<file path="src/hdl/itwfo_pkg.sv">
// Purpose: shared constants and types for the isolated two-wire frame output block
// Assumes: 200 MHz system clock, host serial clock sampled as a plain input
// Notes: frame layout constants live here only; pin mapping is in itwfo_top
package itwfo_pkg;
    localparam real CLK_PERIOD_NS = 5.0;
    // longest time the serial clock may stay high before a full reset
    localparam real WD_TIME_US = 3.6;
    localparam int WD_CYC = int'($ceil(WD_TIME_US * 1000.0 / CLK_PERIOD_NS));
    localparam int WD_W = 11;

    localparam int SAMPLE_W = 24;
    localparam int FIFO_DEPTH = 32;
    localparam logic [7:0] SYNC_BYTE = 8'hA5;
    localparam logic [15:0] CRC_POLY = 16'h8005;
    localparam logic [15:0] CRC_INIT = 16'h0000;
    localparam int PAY_W = 40;
    localparam logic [5:0] PAY_LEN_SHORT = 6'h20;
    localparam logic [5:0] PAY_LEN_LONG = 6'h28;
    localparam logic [5:0] CRC_LEN = 6'h10;
    localparam logic [1:0] LAST_FRAME = 2'h3;

    // oversampling codes: 0=64 1=128 2=256 3=512
    localparam logic [1:0] OSR_CODE_64 = 2'h0;
    // gain codes: 0=1 1=8 2=16 3=32; bias: 0=half 1=nominal
    localparam logic [1:0] DEF_OSR_CODE = 2'h0;
    localparam logic DEF_BIAS = 1'b1;
    localparam logic [1:0] DEF_GAIN_CODE = 2'h0;

    typedef struct packed {
        logic [1:0] osr_code;
        logic bias_nominal;
        logic [1:0] gain_code;
    } itwfo_cfg_s;

    typedef enum logic [1:0] {
        ST_IDLE = 2'b00,
        ST_PAY = 2'b01,
        ST_CRC = 2'b10
    } itwfo_state_e;
endpackage

</file>
<file path="src/hdl/itwfo_top.sv">
// Purpose: interface mode latch and two-wire frame output with clock-high watchdog
// Assumes: all pins synchronous to i_clk; serial clock oversampled by i_clk
// Notes: data bits change after a falling serial clock edge so the host samples on rising
`timescale 1ns/1ps

module itwfo_fifo #(
    parameter int WIDTH = 24,
    parameter int DEPTH = 32
) (
    input wire logic i_clk, // system clock
    input wire logic i_sys_rst, // sync reset, active high
    input wire logic i_in_valid, // write request
    input wire logic [WIDTH-1:0] i_in_data, // write data
    output logic o_in_ready, // not full, registered
    output logic o_out_valid, // not empty, registered
    output logic [WIDTH-1:0] o_out_data, // head word
    input wire logic i_out_ready // pop request
);
    localparam int AW = $clog2(DEPTH);
    logic [WIDTH-1:0] mem [DEPTH];
    logic [AW-1:0] wr_ptr, rd_ptr, next_wr_ptr, next_rd_ptr;
    logic [AW:0] count, next_count;
    logic full, empty, next_full, next_empty, do_wr, do_rd;

    always_comb begin
        do_wr = i_in_valid & ~full;
        do_rd = i_out_ready & ~empty;
        next_wr_ptr = do_wr ? wr_ptr + 1'b1 : wr_ptr;
        next_rd_ptr = do_rd ? rd_ptr + 1'b1 : rd_ptr;
        next_count = count + {{AW{1'b0}}, do_wr} - {{AW{1'b0}}, do_rd};
        next_full = (next_count == (AW+1)'(DEPTH));
        next_empty = (next_count == '0);
    end

    always_ff @(posedge i_clk) begin
        if (i_sys_rst) begin
            wr_ptr <= '0;
            rd_ptr <= '0;
            count <= '0;
            full <= 1'b0;
            empty <= 1'b1;
        end else begin
            wr_ptr <= next_wr_ptr;
            rd_ptr <= next_rd_ptr;
            count <= next_count;
            full <= next_full;
            empty <= next_empty;
        end
    end

    // storage has no reset: contents only matter once counted in
    always_ff @(posedge i_clk) begin
        if (do_wr) begin
            mem[wr_ptr] <= i_in_data;
        end
    end

    assign o_in_ready = ~full;
    assign o_out_valid = ~empty;
    assign o_out_data = mem[rd_ptr];
endmodule

////////////////////////////////////////////////////////////////////////////////

// Summary of operation
// - sample mode pin only when external clock select set
// - mode pin low picks SPI, high picks two-wire
// - mode latched when any reset ends, then held
// - two-wire logic runs from host serial clock edges
// - data output driven in two-wire mode, low when idle
// - repurposed pins captured on mode pin rising edge
// - other settings stay at reset defaults
// - oversampling pins map 64,128,256,512
// - bias pin low half, high nominal
// - gain pins map 1,8,16,32
// - modulator output pin released in two-wire mode
// - ratio 64 frame is sync, 16-bit sample, CRC
// - higher ratios: sync, 24-bit sample, CRC, 56 bits
// - sync word holds A5, settings, frame index
// - four indexed frames per result, then low
// - no frames before first valid result
// - CRC uses polynomial x16+x15+x2+1
// - clock high beyond timeout in two-wire mode forces full reset
// - clock held low never trips the watchdog
module itwfo_top
    import itwfo_pkg::*;
(
    input wire logic i_clk, // system clock, 200 MHz
    input wire logic i_sys_rst, // sync reset, active high
    input wire logic i_external_clock_select, // mode selection enable bit
    input wire logic i_interface_select_pin, // mode pin: 1 = two-wire
    input wire logic i_sck, // host serial clock, sampled
    input wire logic i_reset_pin, // oversampling_select_lo in two-wire mode
    input wire logic i_serial_in_pin, // oversampling_select_hi in two-wire mode
    input wire logic i_chip_select_n_pin, // bias select in two-wire mode
    input wire logic i_oscillator_input_pin, // gain_select_lo in two-wire mode
    input wire logic i_data_ready_pin, // gain_select_hi in two-wire mode
    input wire logic i_sample_valid, // converter result strobe
    input wire logic [itwfo_pkg::SAMPLE_W-1:0] i_channel_sample, // converter result
    output logic o_sample_ready, // fifo can take a result
    output logic o_two_wire_mode, // latched mode
    output itwfo_pkg::itwfo_cfg_s o_cfg, // applied settings
    output logic o_full_reset, // one-cycle watchdog reset to converter
    output logic o_sdo, // serial data output
    output logic o_sdo_oe_n, // low while driving serial data
    output logic o_modulator_output_pin_oe_n // low while modulator pin driven
);
    import itwfo_pkg::*;

    logic sck_q, sel_q, cap_pend, two_wire, rst_int, wd_fire;
    logic next_sck_q, next_sel_q, next_cap_pend, next_two_wire, next_wd_fire;
    logic [WD_W-1:0] wd_cnt, next_wd_cnt;
    itwfo_cfg_s cfg, next_cfg, pins;
    itwfo_state_e state, next_state;
    logic [PAY_W-1:0] sh, next_sh;
    logic [15:0] crc, next_crc;
    logic [5:0] bit_cnt, next_bit_cnt;
    logic [1:0] idx, next_idx;
    logic sdo, next_sdo, fifo_pop, fall, fb;
    logic fifo_valid, fifo_ready;
    logic [SAMPLE_W-1:0] fifo_data;
    logic [5:0] pay_len;

    assign rst_int = i_sys_rst | wd_fire;

    // loose pins keep the fifo ready flag registered at the port
    itwfo_fifo #(
        .WIDTH(SAMPLE_W),
        .DEPTH(FIFO_DEPTH)
    ) u_fifo (
        .i_clk(i_clk),
        .i_sys_rst(rst_int),
        .i_in_valid(i_sample_valid),
        .i_in_data(i_channel_sample),
        .o_in_ready(fifo_ready),
        .o_out_valid(fifo_valid),
        .o_out_data(fifo_data),
        .i_out_ready(fifo_pop)
    );

    ////////////////////////////////////////////////////////////////////////////

    function automatic logic [PAY_W-1:0] build_frame(input itwfo_cfg_s c,
                                                     input logic [1:0] n,
                                                     input logic [SAMPLE_W-1:0] s);
        logic [15:0] sync;
        sync = {SYNC_BYTE, n, c.gain_code, c.bias_nominal, c.osr_code, 1'b0};
        if (c.osr_code == OSR_CODE_64) begin
            build_frame = {sync, s[SAMPLE_W-1 -: 16], 8'h00};
        end else begin
            build_frame = {sync, s};
        end
    endfunction

    always_comb begin
        pins = '{osr_code: {i_serial_in_pin, i_reset_pin},
                 bias_nominal: i_chip_select_n_pin,
                 gain_code: {i_data_ready_pin, i_oscillator_input_pin}};
        next_sck_q = i_sck;
        next_sel_q = i_interface_select_pin;
        fall = sck_q & ~i_sck;
        // counts only while high, so a parked-low clock never trips it
        next_wd_cnt = wd_cnt;
        next_wd_fire = 1'b0;
        if (!i_sck || !two_wire) begin
            next_wd_cnt = '0;
        end else if (wd_cnt != '1) begin
            next_wd_cnt = wd_cnt + 1'b1;
            next_wd_fire = (wd_cnt == WD_W'(WD_CYC));
        end
        next_cap_pend = cap_pend;
        next_two_wire = two_wire;
        next_cfg = cfg;
        if (rst_int) begin
            next_cap_pend = 1'b1;
            next_cfg = '{osr_code: DEF_OSR_CODE, bias_nominal: DEF_BIAS,
                         gain_code: DEF_GAIN_CODE};
        end else begin
            next_cap_pend = 1'b0;
            if (cap_pend && i_external_clock_select) begin
                next_two_wire = i_interface_select_pin;
                if (i_interface_select_pin) begin
                    next_cfg = pins;
                end
            end else if (two_wire && i_interface_select_pin && !sel_q) begin
                next_cfg = pins;
            end
        end
        pay_len = (cfg.osr_code == OSR_CODE_64) ? PAY_LEN_SHORT : PAY_LEN_LONG;
        fb = sh[PAY_W-1] ^ crc[15];
        next_state = state;
        next_sh = sh;
        next_crc = crc;
        next_bit_cnt = bit_cnt;
        next_idx = idx;
        next_sdo = sdo;
        fifo_pop = 1'b0;
        if (rst_int || !two_wire) begin
            next_state = ST_IDLE;
            next_sdo = 1'b0;
            next_idx = '0;
        end else if (fall) begin
            unique case (state)
                ST_IDLE: begin
                    next_sdo = 1'b0;
                    if (fifo_valid) begin
                        next_sh = build_frame(cfg, 2'h0, fifo_data);
                        next_idx = 2'h0;
                        next_crc = CRC_INIT;
                        next_bit_cnt = '0;
                        next_state = ST_PAY;
                    end
                end
                ST_PAY: begin
                    next_sdo = sh[PAY_W-1];
                    next_sh = {sh[PAY_W-2:0], 1'b0};
                    next_crc = {crc[14:0], 1'b0} ^ (fb ? CRC_POLY : 16'h0000);
                    next_bit_cnt = bit_cnt + 1'b1;
                    if (bit_cnt == pay_len - 1'b1) begin
                        next_bit_cnt = '0;
                        next_state = ST_CRC;
                    end
                end
                ST_CRC: begin
                    next_sdo = crc[15];
                    next_crc = {crc[14:0], 1'b0};
                    next_bit_cnt = bit_cnt + 1'b1;
                    if (bit_cnt == CRC_LEN - 1'b1) begin
                        next_bit_cnt = '0;
                        if (idx == LAST_FRAME) begin
                            fifo_pop = 1'b1;
                            next_state = ST_IDLE;
                        end else begin
                            // next frame starts straight after, no idle bit between
                            next_idx = idx + 1'b1;
                            next_sh = build_frame(cfg, idx + 1'b1, fifo_data);
                            next_crc = CRC_INIT;
                            next_state = ST_PAY;
                        end
                    end
                end
                default: begin
                    next_state = ST_IDLE;
                end
            endcase
        end
    end

    always_ff @(posedge i_clk) begin
        if (i_sys_rst) begin
            sck_q <= 1'b0;
            sel_q <= 1'b0;
            wd_cnt <= '0;
            wd_fire <= 1'b0;
            two_wire <= 1'b0;
        end else begin
            sck_q <= next_sck_q;
            sel_q <= next_sel_q;
            wd_cnt <= next_wd_cnt;
            wd_fire <= next_wd_fire;
            two_wire <= next_two_wire;
        end
    end

    always_ff @(posedge i_clk) begin
        cap_pend <= next_cap_pend;
        cfg <= next_cfg;
        if (rst_int) begin
            state <= ST_IDLE;
            sh <= '0;
            crc <= CRC_INIT;
            bit_cnt <= '0;
            idx <= '0;
            sdo <= 1'b0;
        end else begin
            state <= next_state;
            sh <= next_sh;
            crc <= next_crc;
            bit_cnt <= next_bit_cnt;
            idx <= next_idx;
            sdo <= next_sdo;
        end
    end

    always_ff @(posedge i_clk) begin
        if (i_sys_rst) begin
            o_sample_ready <= 1'b0;
            o_two_wire_mode <= 1'b0;
            o_cfg <= '{osr_code: DEF_OSR_CODE, bias_nominal: DEF_BIAS,
                       gain_code: DEF_GAIN_CODE};
            o_full_reset <= 1'b0;
            o_sdo <= 1'b0;
            o_sdo_oe_n <= 1'b1;
            o_modulator_output_pin_oe_n <= 1'b1;
        end else begin
            o_sample_ready <= fifo_ready;
            o_two_wire_mode <= two_wire;
            o_cfg <= cfg;
            o_full_reset <= wd_fire;
            o_sdo <= sdo;
            o_sdo_oe_n <= ~two_wire;
            o_modulator_output_pin_oe_n <= two_wire;
        end
    end
endmodule

</file>
<file path="config.mk">
export PLATFORM = sky130hd
export DESIGN_NAME = itwfo_top
export DESIGN_NICKNAME = d
export VERILOG_FILES = /design/src/hdl/itwfo_pkg.sv /design/src/hdl/itwfo_top.sv
export SDC_FILE = /design/constraint.sdc
export NUM_CORES = 1
export LEC_CHECK = 0
export ABC_AREA = 1
export BUFFER_PORTS_ARGS = -buffer_cell sky130_fd_sc_hd__buf_2
export CORE_ASPECT_RATIO = 1.4
export CORE_MARGIN = 1
export CORE_UTILIZATION = 45
export DETAILED_ROUTE_END_ITERATION = 6
export GPL_TIMING_DRIVEN = 0
export SETUP_SLACK_MARGIN = 0.5
export SYNTH_ARGS = -nofsm -noshare
export SYNTH_HDL_FRONTEND = slang
export SYNTH_HIERARCHICAL = 1
export SYNTH_SLANG_ARGS = --single-unit
</file>
<file path="constraint.sdc">
create_clock -name i_clk -period 4.5 [get_ports i_clk]
set_input_delay 0.9 -clock i_clk [delete_from_list [all_inputs] [get_ports i_clk]]
set_output_delay 0.9 -clock i_clk [all_outputs]
set_load 0.02 [all_outputs]
</file>
Yosys cells after proc, flatten, opt, wreduce, memory -nomap -nowiden
Memories as Yosys holds them, arrays and structs flattened. A register that Yosys moved wholly into a read port is not among the register bits.
Index checks and enable logic that the tools add are counted.
- bits in latches: 0
- flip-flop bits (word level): 117
- bits in read-only memories: 0
- word-level logic and storage cells: 127
- memories: 1
- memory bits (writable): 768
- input bits: 35
- memories (memory ; words ; width ; rd ports ; clocked after memory_dff ; write ports ; line ; RTL):
    u_fifo.mem ; 32 ; 24 ; 1 ; 1 ; 1 ; itwfo_top.sv:20 ; logic [WIDTH-1:0] mem [DEPTH];
- reductions and logical operators: 24
- order comparisons: 0
- divide/modulo/power cells: 0
- $mul: 0
- bitwise operators: 13
- muxes and demuxes: 39
- equal/unequal tests: 13
- add/subtract/negate cells: 8
- shifts and indexed selects: 0
- operators by type and width (kind ; count):
    2-to-1 mux 40 bit ; 3
    case mux 40 bit (3 select lines) ; 1
    2-to-1 mux 16 bit ; 4
    case mux 16 bit (3 select lines) ; 1
    2-to-1 mux 5 bit ; 5
    2-to-1 mux 6 bit ; 3
    case mux 6 bit (3 select lines) ; 1
    2-to-1 mux 8 bit ; 2
    XOR 16 bit ; 1
    2-to-1 mux 2 bit ; 6
    adder 11 x 1 -> 11 bit, second input constant ; 1
    equality test 11 x 10 -> 1 bit, second input constant ; 1
    inequality test 11 bit, second input constant ; 1
    adder 5 x 1 -> 5 bit, second input constant ; 2
    inequality test 2 bit, second input constant ; 5
    2-to-1 mux 1 bit ; 9
    AND reduction 4 bit ; 2
    NOT 1 bit ; 7
    adder 6 x 1 -> 6 bit ; 1
    adder 6 x 1 -> 6 bit, second input constant ; 1
    equality test 6 x 4 -> 1 bit, second input constant ; 1
    equality test 6 bit ; 1
    equality test 6 bit, second input constant ; 1
    zero test 6 bit ; 1
    23 further kinds ; 36

Longest topological paths before layout
- word-level depth: 9
- gate-level depth with buffers: 21
- mapped depth without buffers: 20

Cells and area by module
Netlist, hierarchy kept.
- by module, submodules not included (module ; area an instance (µm²) ; cells each ; instances ; sequential area each (µm²)):
    itwfo_fifo ; 32317.2 ; 2777 ; 1 ; 23522.6
    itwfo_top ; 4405.5 ; 585 ; 1 ; 1981.9

Worst setup path after synthesis
OpenSTA, ideal clock, no wires.
- path kind: input to register
- start point: input port i_sys_rst
- end point: register u_fifo.full
- arrival time: 3485 ps
- data required time: 4436 ps
- setup slack: 951 ps
- library setup time: 64 ps
- cell stages on the path: 20
- buffers on the path: 1
- path through: nor2_2 > buf_2 > inv_2 > nor2_1 > inv_1 > nor4_1 > inv_1 > nor2_1 > inv_1 > nor2_1 > inv_1 > nand2_1 > ha_1 > inv_1 > fa_1 > xor2_1 > nand3_1 > nor2_1 > nand2_1 > nor2_1
- word-level cells in the longest chain between the ends: 6
- ends and longest elaborated chain (element ; line ; RTL):
    start: declaration ; itwfo_top.sv:89 ; input wire logic i_sys_rst,
    OR 1 bit ; itwfo_top.sv:124 ; assign rst_int = i_sys_rst | wd_fire;
    logical OR 1 bit ; itwfo_top.sv:198 ; if (rst_int || !two_wire) begin
    2-to-1 mux 1 bit ; itwfo_top.sv:198 ;
    net fifo_pop ; itwfo_top.sv:119 ; logic sdo, next_sdo, fifo_pop, fall, fb;
    bitwise AND 1 bit ; itwfo_top.sv:27 ; do_rd = i_out_ready & ~empty;
    subtractor 6 x 1 -> 6 bit ; itwfo_top.sv:30 ; next_count = count + {{AW{1'b0}}, do_wr} - {{AW{1'b0}}, do_rd};
    equality test 6 bit ; itwfo_top.sv:31 ; next_full = (next_count == (AW+1)'(DEPTH));
    end signal: assignment ; itwfo_top.sv:46 ; full <= next_full;
    end: declaration ; itwfo_top.sv:23 ; logic full, empty, next_full, next_empty, do_wr, do_rd;
The timed path passes the listed nets, and every way through them passes these cells.
A chain may end at the register's enable or synchronous reset.

Worst setup path after layout
- start point: register wd_fire
- end point: register u_fifo.full
- word-level cells in the longest chain between the ends: 6
- ends and longest elaborated chain (element ; line ; RTL):
    start: declaration ; itwfo_top.sv:110 ; logic sck_q, sel_q, cap_pend, two_wire, rst_int, wd_fire;
    start signal: assignment ; itwfo_top.sv:260 ; wd_fire <= next_wd_fire;
    OR 1 bit ; itwfo_top.sv:124 ;
    logical OR 1 bit ; itwfo_top.sv:198 ;
    2-to-1 mux 1 bit ; itwfo_top.sv:198 ;
    net fifo_pop ; itwfo_top.sv:119 ;
    bitwise AND 1 bit ; itwfo_top.sv:27 ;
    subtractor 6 x 1 -> 6 bit ; itwfo_top.sv:30 ;
    equality test 6 bit ; itwfo_top.sv:31 ;
The timed path passes the listed nets, and every way through them passes these cells.

==> reports/summary.log <==
[drt] router iterations before antenna repair 6
[clock_tree] clock latency of the later-clocked register in the worst-skew pair 0.68 ns
[synth] fraction of registers with async set/reset 0%
[outcome] outcome completed
[synth] area leader, netlist edfxtp_1
[final_layout] signed area change from the synthesized netlist to the final layout 12.49%
[sta] clock period minus worst slack 3.591 ns
[placement] Final Wtd Congestion 0.9457
[synth] post-synthesis share of cell area spent on xor and xnor gates 0.1908%
[synth] net count after synthesis 3,416
[pwr] clock network fraction of design power 41.2%
[drt] mean routed wirelength per cell 23.37 um
[setup_path] Register-to-Register Path Depth 20
[floorplan] Chip Width 243.4 um
[setup_path] startpoint class of the critical path register
[grt] number of global-route vias before repair 24,249
[synth] most frequent cell after synthesis nand2_1
[drt] number of routed nets with antenna violations 0
[setup_path] data arrival time of the critical path 4.19 ns
[sta] max-slew violation total from the final report 0
[grt] number of antenna violations at the first check in global routing 3
[floorplan] row cnt 123
[floorplan] Die Outline Area 82,770 sq um
[synth] combinational family with the most area after synthesis simple AND/OR/NAND/NOR gates
[pwr] IR drop worst, VDD 0.2715 mV
[floorplan] starting utilization of the core area 45.54%
[sta] number of hold violations in the final report 0
[sta] slew at the pin with the worst max-slew slack 0.9869 ns
[grt] Tot GR Track Use 26.28%
[sta] Fin Hold WS 0.4394 ns
[placement] hpwl dp 69.70 mm
[setup_path] destination of the critical timing path u_fifo/full
[worst_hold_path] startpoint of the most critical hold path sdo
[final_layout] multi-input combinational cell area 9864 sq um
[final_layout] post-layout utilization of the core 51.23%
[synth] area of the mapped netlist 36,720 sq um
[sta] RSZ-0062 raised after global routing false
[setup_path] Req. time, crit path 5.10 ns
[floorplan] Die Y-Extent 340.0 um
[pwr] static leakage 0.01536 uW
[sta] fmax 278.5 MHz
[sta] setup clock skew after layout 0.03108 ns
[grt] wire length of the first global-routing pass 158.1 mm
[placement] count of buffers from port buffering 45
[synth] sequential element share of the synthesized area 69.45%
[floorplan] total I/O pin count 46
[final_layout] fraction of layout cells with a size suffix above 1 11.06%
[clock_tree] clock edge transition at the registers on the reported setup and hold paths 0.06 ns
[pwr] Switching Share 22.39%
[synth] Yosys reg bits 890
[sta] final clock period utilization by the worst path 79.80%
[setup_path] worst setup path class reg -> reg
[setup_path] crit path launch wd_fire
[grt] overall overflow remaining after global route 0
[synth] flip-flop cell with the highest count after synthesis edfxtp_1
[synth] post-synthesis mux area share 0%
[final_layout] storage element area 25,500 sq um
[setup_path] critical-path maximum fanout 10
[pwr] share of total power in combinational logic 5.0%
[synth] post-synthesis share of cell area spent on and, or, nand and nor gates 23.10%
[synth] commonest cells in the netlist nand2_1 (1,204), edfxtp_1 (768), nand3_1 (626)
[clock_tree] number of buffers on the longest clock path 3
[floorplan] placeable core region 80,640 sq um
[final_layout] final-layout fill cell count 7,115
[setup_path] FF-to-FF End u_fifo/full
[drt] total DRC errors in the routed layout 0
[placement] cell count after placement 4,478
[clock_tree] Num CTS Buffers 86
[clock_tree] H-tree lvl count 3
[clock_tree] hold_buf cts 0
[pwr] net switching power figure 3802 uW
[synth] number of warnings printed during yosys synthesis 6
[flow_run] max_cap viols 0
[synth] average cell area after synthesis 10.92 sq um
[setup_path] worst reg-to-reg setup slack 0.91 ns
[sta] Max-slew headroom 34.05%
[synth] adder and majority cell fraction of the synthesized area 0.6678%
[drt] wire length after detailed routing 108.3 mm
[clock_tree] Clk Tree Root Cell clkbuf_16
[clock_tree] CTS tree built
[sta] final-report setup violation count 0
[clock_tree] clk sink count 890
[drt] routed vias/inst 5.500
[worst_hold_path] min-delay worst type reg -> reg
[synth] number of synthesized flops with an enable pin 768
[setup_path] launching point of the worst reg2reg path wd_fire
[synth] number of library cell types mapped by synthesis 41
[final_layout] non-filler instance count after layout 4,635
[clock_tree] Post-CTS Resized 0
[synth] fraction of synthesized cell area taken by the top area cell type 62.80%
[drt] via count 25,491
[grt] pin count of the biggest net entering global routing 33
[pwr] internal cell power 13,180 uW
[pwr] power density over the cells 411.1 nW/um^2
[drt] Starting DRT DRC Count 2,587
[synth] area fraction in compound gates after synthesis 2.303%
[synth] largest cells by area after synthesis edfxtp_1 (63%), nand2_1 (12%), nand3_1 (8.5%)
[clock_tree] Setup Fix Bufs, Post-CTS 0
[final_layout] final-stage net count 3,558
[setup_path] CP Capture Type register
[synth] Mapped Cells 3,362
[pwr] fraction of power consumed by sequential logic 53.8%
-- kinds of logic (layout without fill, tap and decap cells) --
kind of cell / count (synthesis) / after routing
and+or+nand+nor: 2007 / 2007
other: 0 / 1
buffers and inverters: 285 / 495
adders and majority gates: 19 / 19
AOI/OAI and AO/OA: 153 / 153
DFF: 890 / 890
xor gates and xnor gates: 8 / 8
-- critical path: stages, from the launching register on --
cell and delay [ns]:
dfxtp_1 0.37, nor2_2 0.20, buf_2 0.26, inv_2 0.12, nor2_1 0.18, inv_1 0.12
nor4_1 0.20, inv_1 0.09, nor2_2 0.17, inv_1 0.12, nor2_1 0.18, inv_1 0.09
nand2_1 0.07, ha_1 0.19, inv_1 0.07, fa_1 0.43, xor2_1 0.24, nand3_1 0.11
nor2_1 0.15, nand2_1 0.07, nor2_1 0.11
-- final cells by class --
class	count	share of cell area [%]
Sequential cell	890	61.74
Inverter	97	0.8995
Clock buffer	102	5.355
Timing Repair Buffer	54	0.8692
Clock inverter	54	1.127
Antenna cell	1	0.006057
Multi-Input combinational cell	2187	23.88
Buffer	188	2.911
Tap cell	1062	3.217
-- per-layer routing --
metal,track usage (%),part of all wire (%),vias to the layer above
met1,33.60,40,12452
met3,2.949,6.2,208
met5,0,0,-
met4,13.94,5.2,0
li1,-,-,11836
met2,43.96,49,995
-- sequential cells by signal (all words and copies together) (netlist names), 5 cells and up, named ones only --
signal / flops
wd_cnt: 11
o_cfg: 5
u_fifo/wr_ptr: 5
crc: 16
u_fifo/count: 6
u_fifo/mem: 768
u_fifo/rd_ptr: 5
sh: 40
cfg: 5
bit_cnt: 6
-- power by group through the flow --
stage	Sequential [uW]	Clock [uW]	Combinational [uW]
floorplan	9320	0	436
global placement	9320	0	809
detailed placement	9320	0	846
CTS	9140	7090	849
global route	9150	7390	929
finish	9140	6990	846
-- layout by cell type (no fill, tap or decap), types with 38 or more instances in the layout --
cell type and n:
dfxtp_1 122, nand2_1 1204, nor2_1 110, edfxtp_1 768
o21ai_0 38, clkbuf_1 40, buf_2 144, inv_1 87
a21oi_1 63, nand3_1 626, clkbuf_16 86, buf_6 39
-- through the flow --
stage                     setup slack (ns)  total power, uW  TNS (ns)  area [sq um]
after floorplan                     0.9511             9756         0         36720
after global placement             -0.6321            10130    -25.47         38280
after detailed placement            0.1920            10170         0         38630
after CTS                           0.7957            17080         0         41310
after global routing                0.5374            17470         0         41310
final                               0.9088            16980         0         41310
-- worst min-delay path by stage --
stage,end,slack [ns],cells past startpoint
floorplan,o_sdo,0.40,2
global placement,sh[33],0.43,2
detailed placement,o_sdo,0.44,2
CTS,sck_q,0.43,2
global route,sh[32],0.47,2
finish,o_sdo,0.44,2
Note: power is estimated with default switching activity, not from simulation.
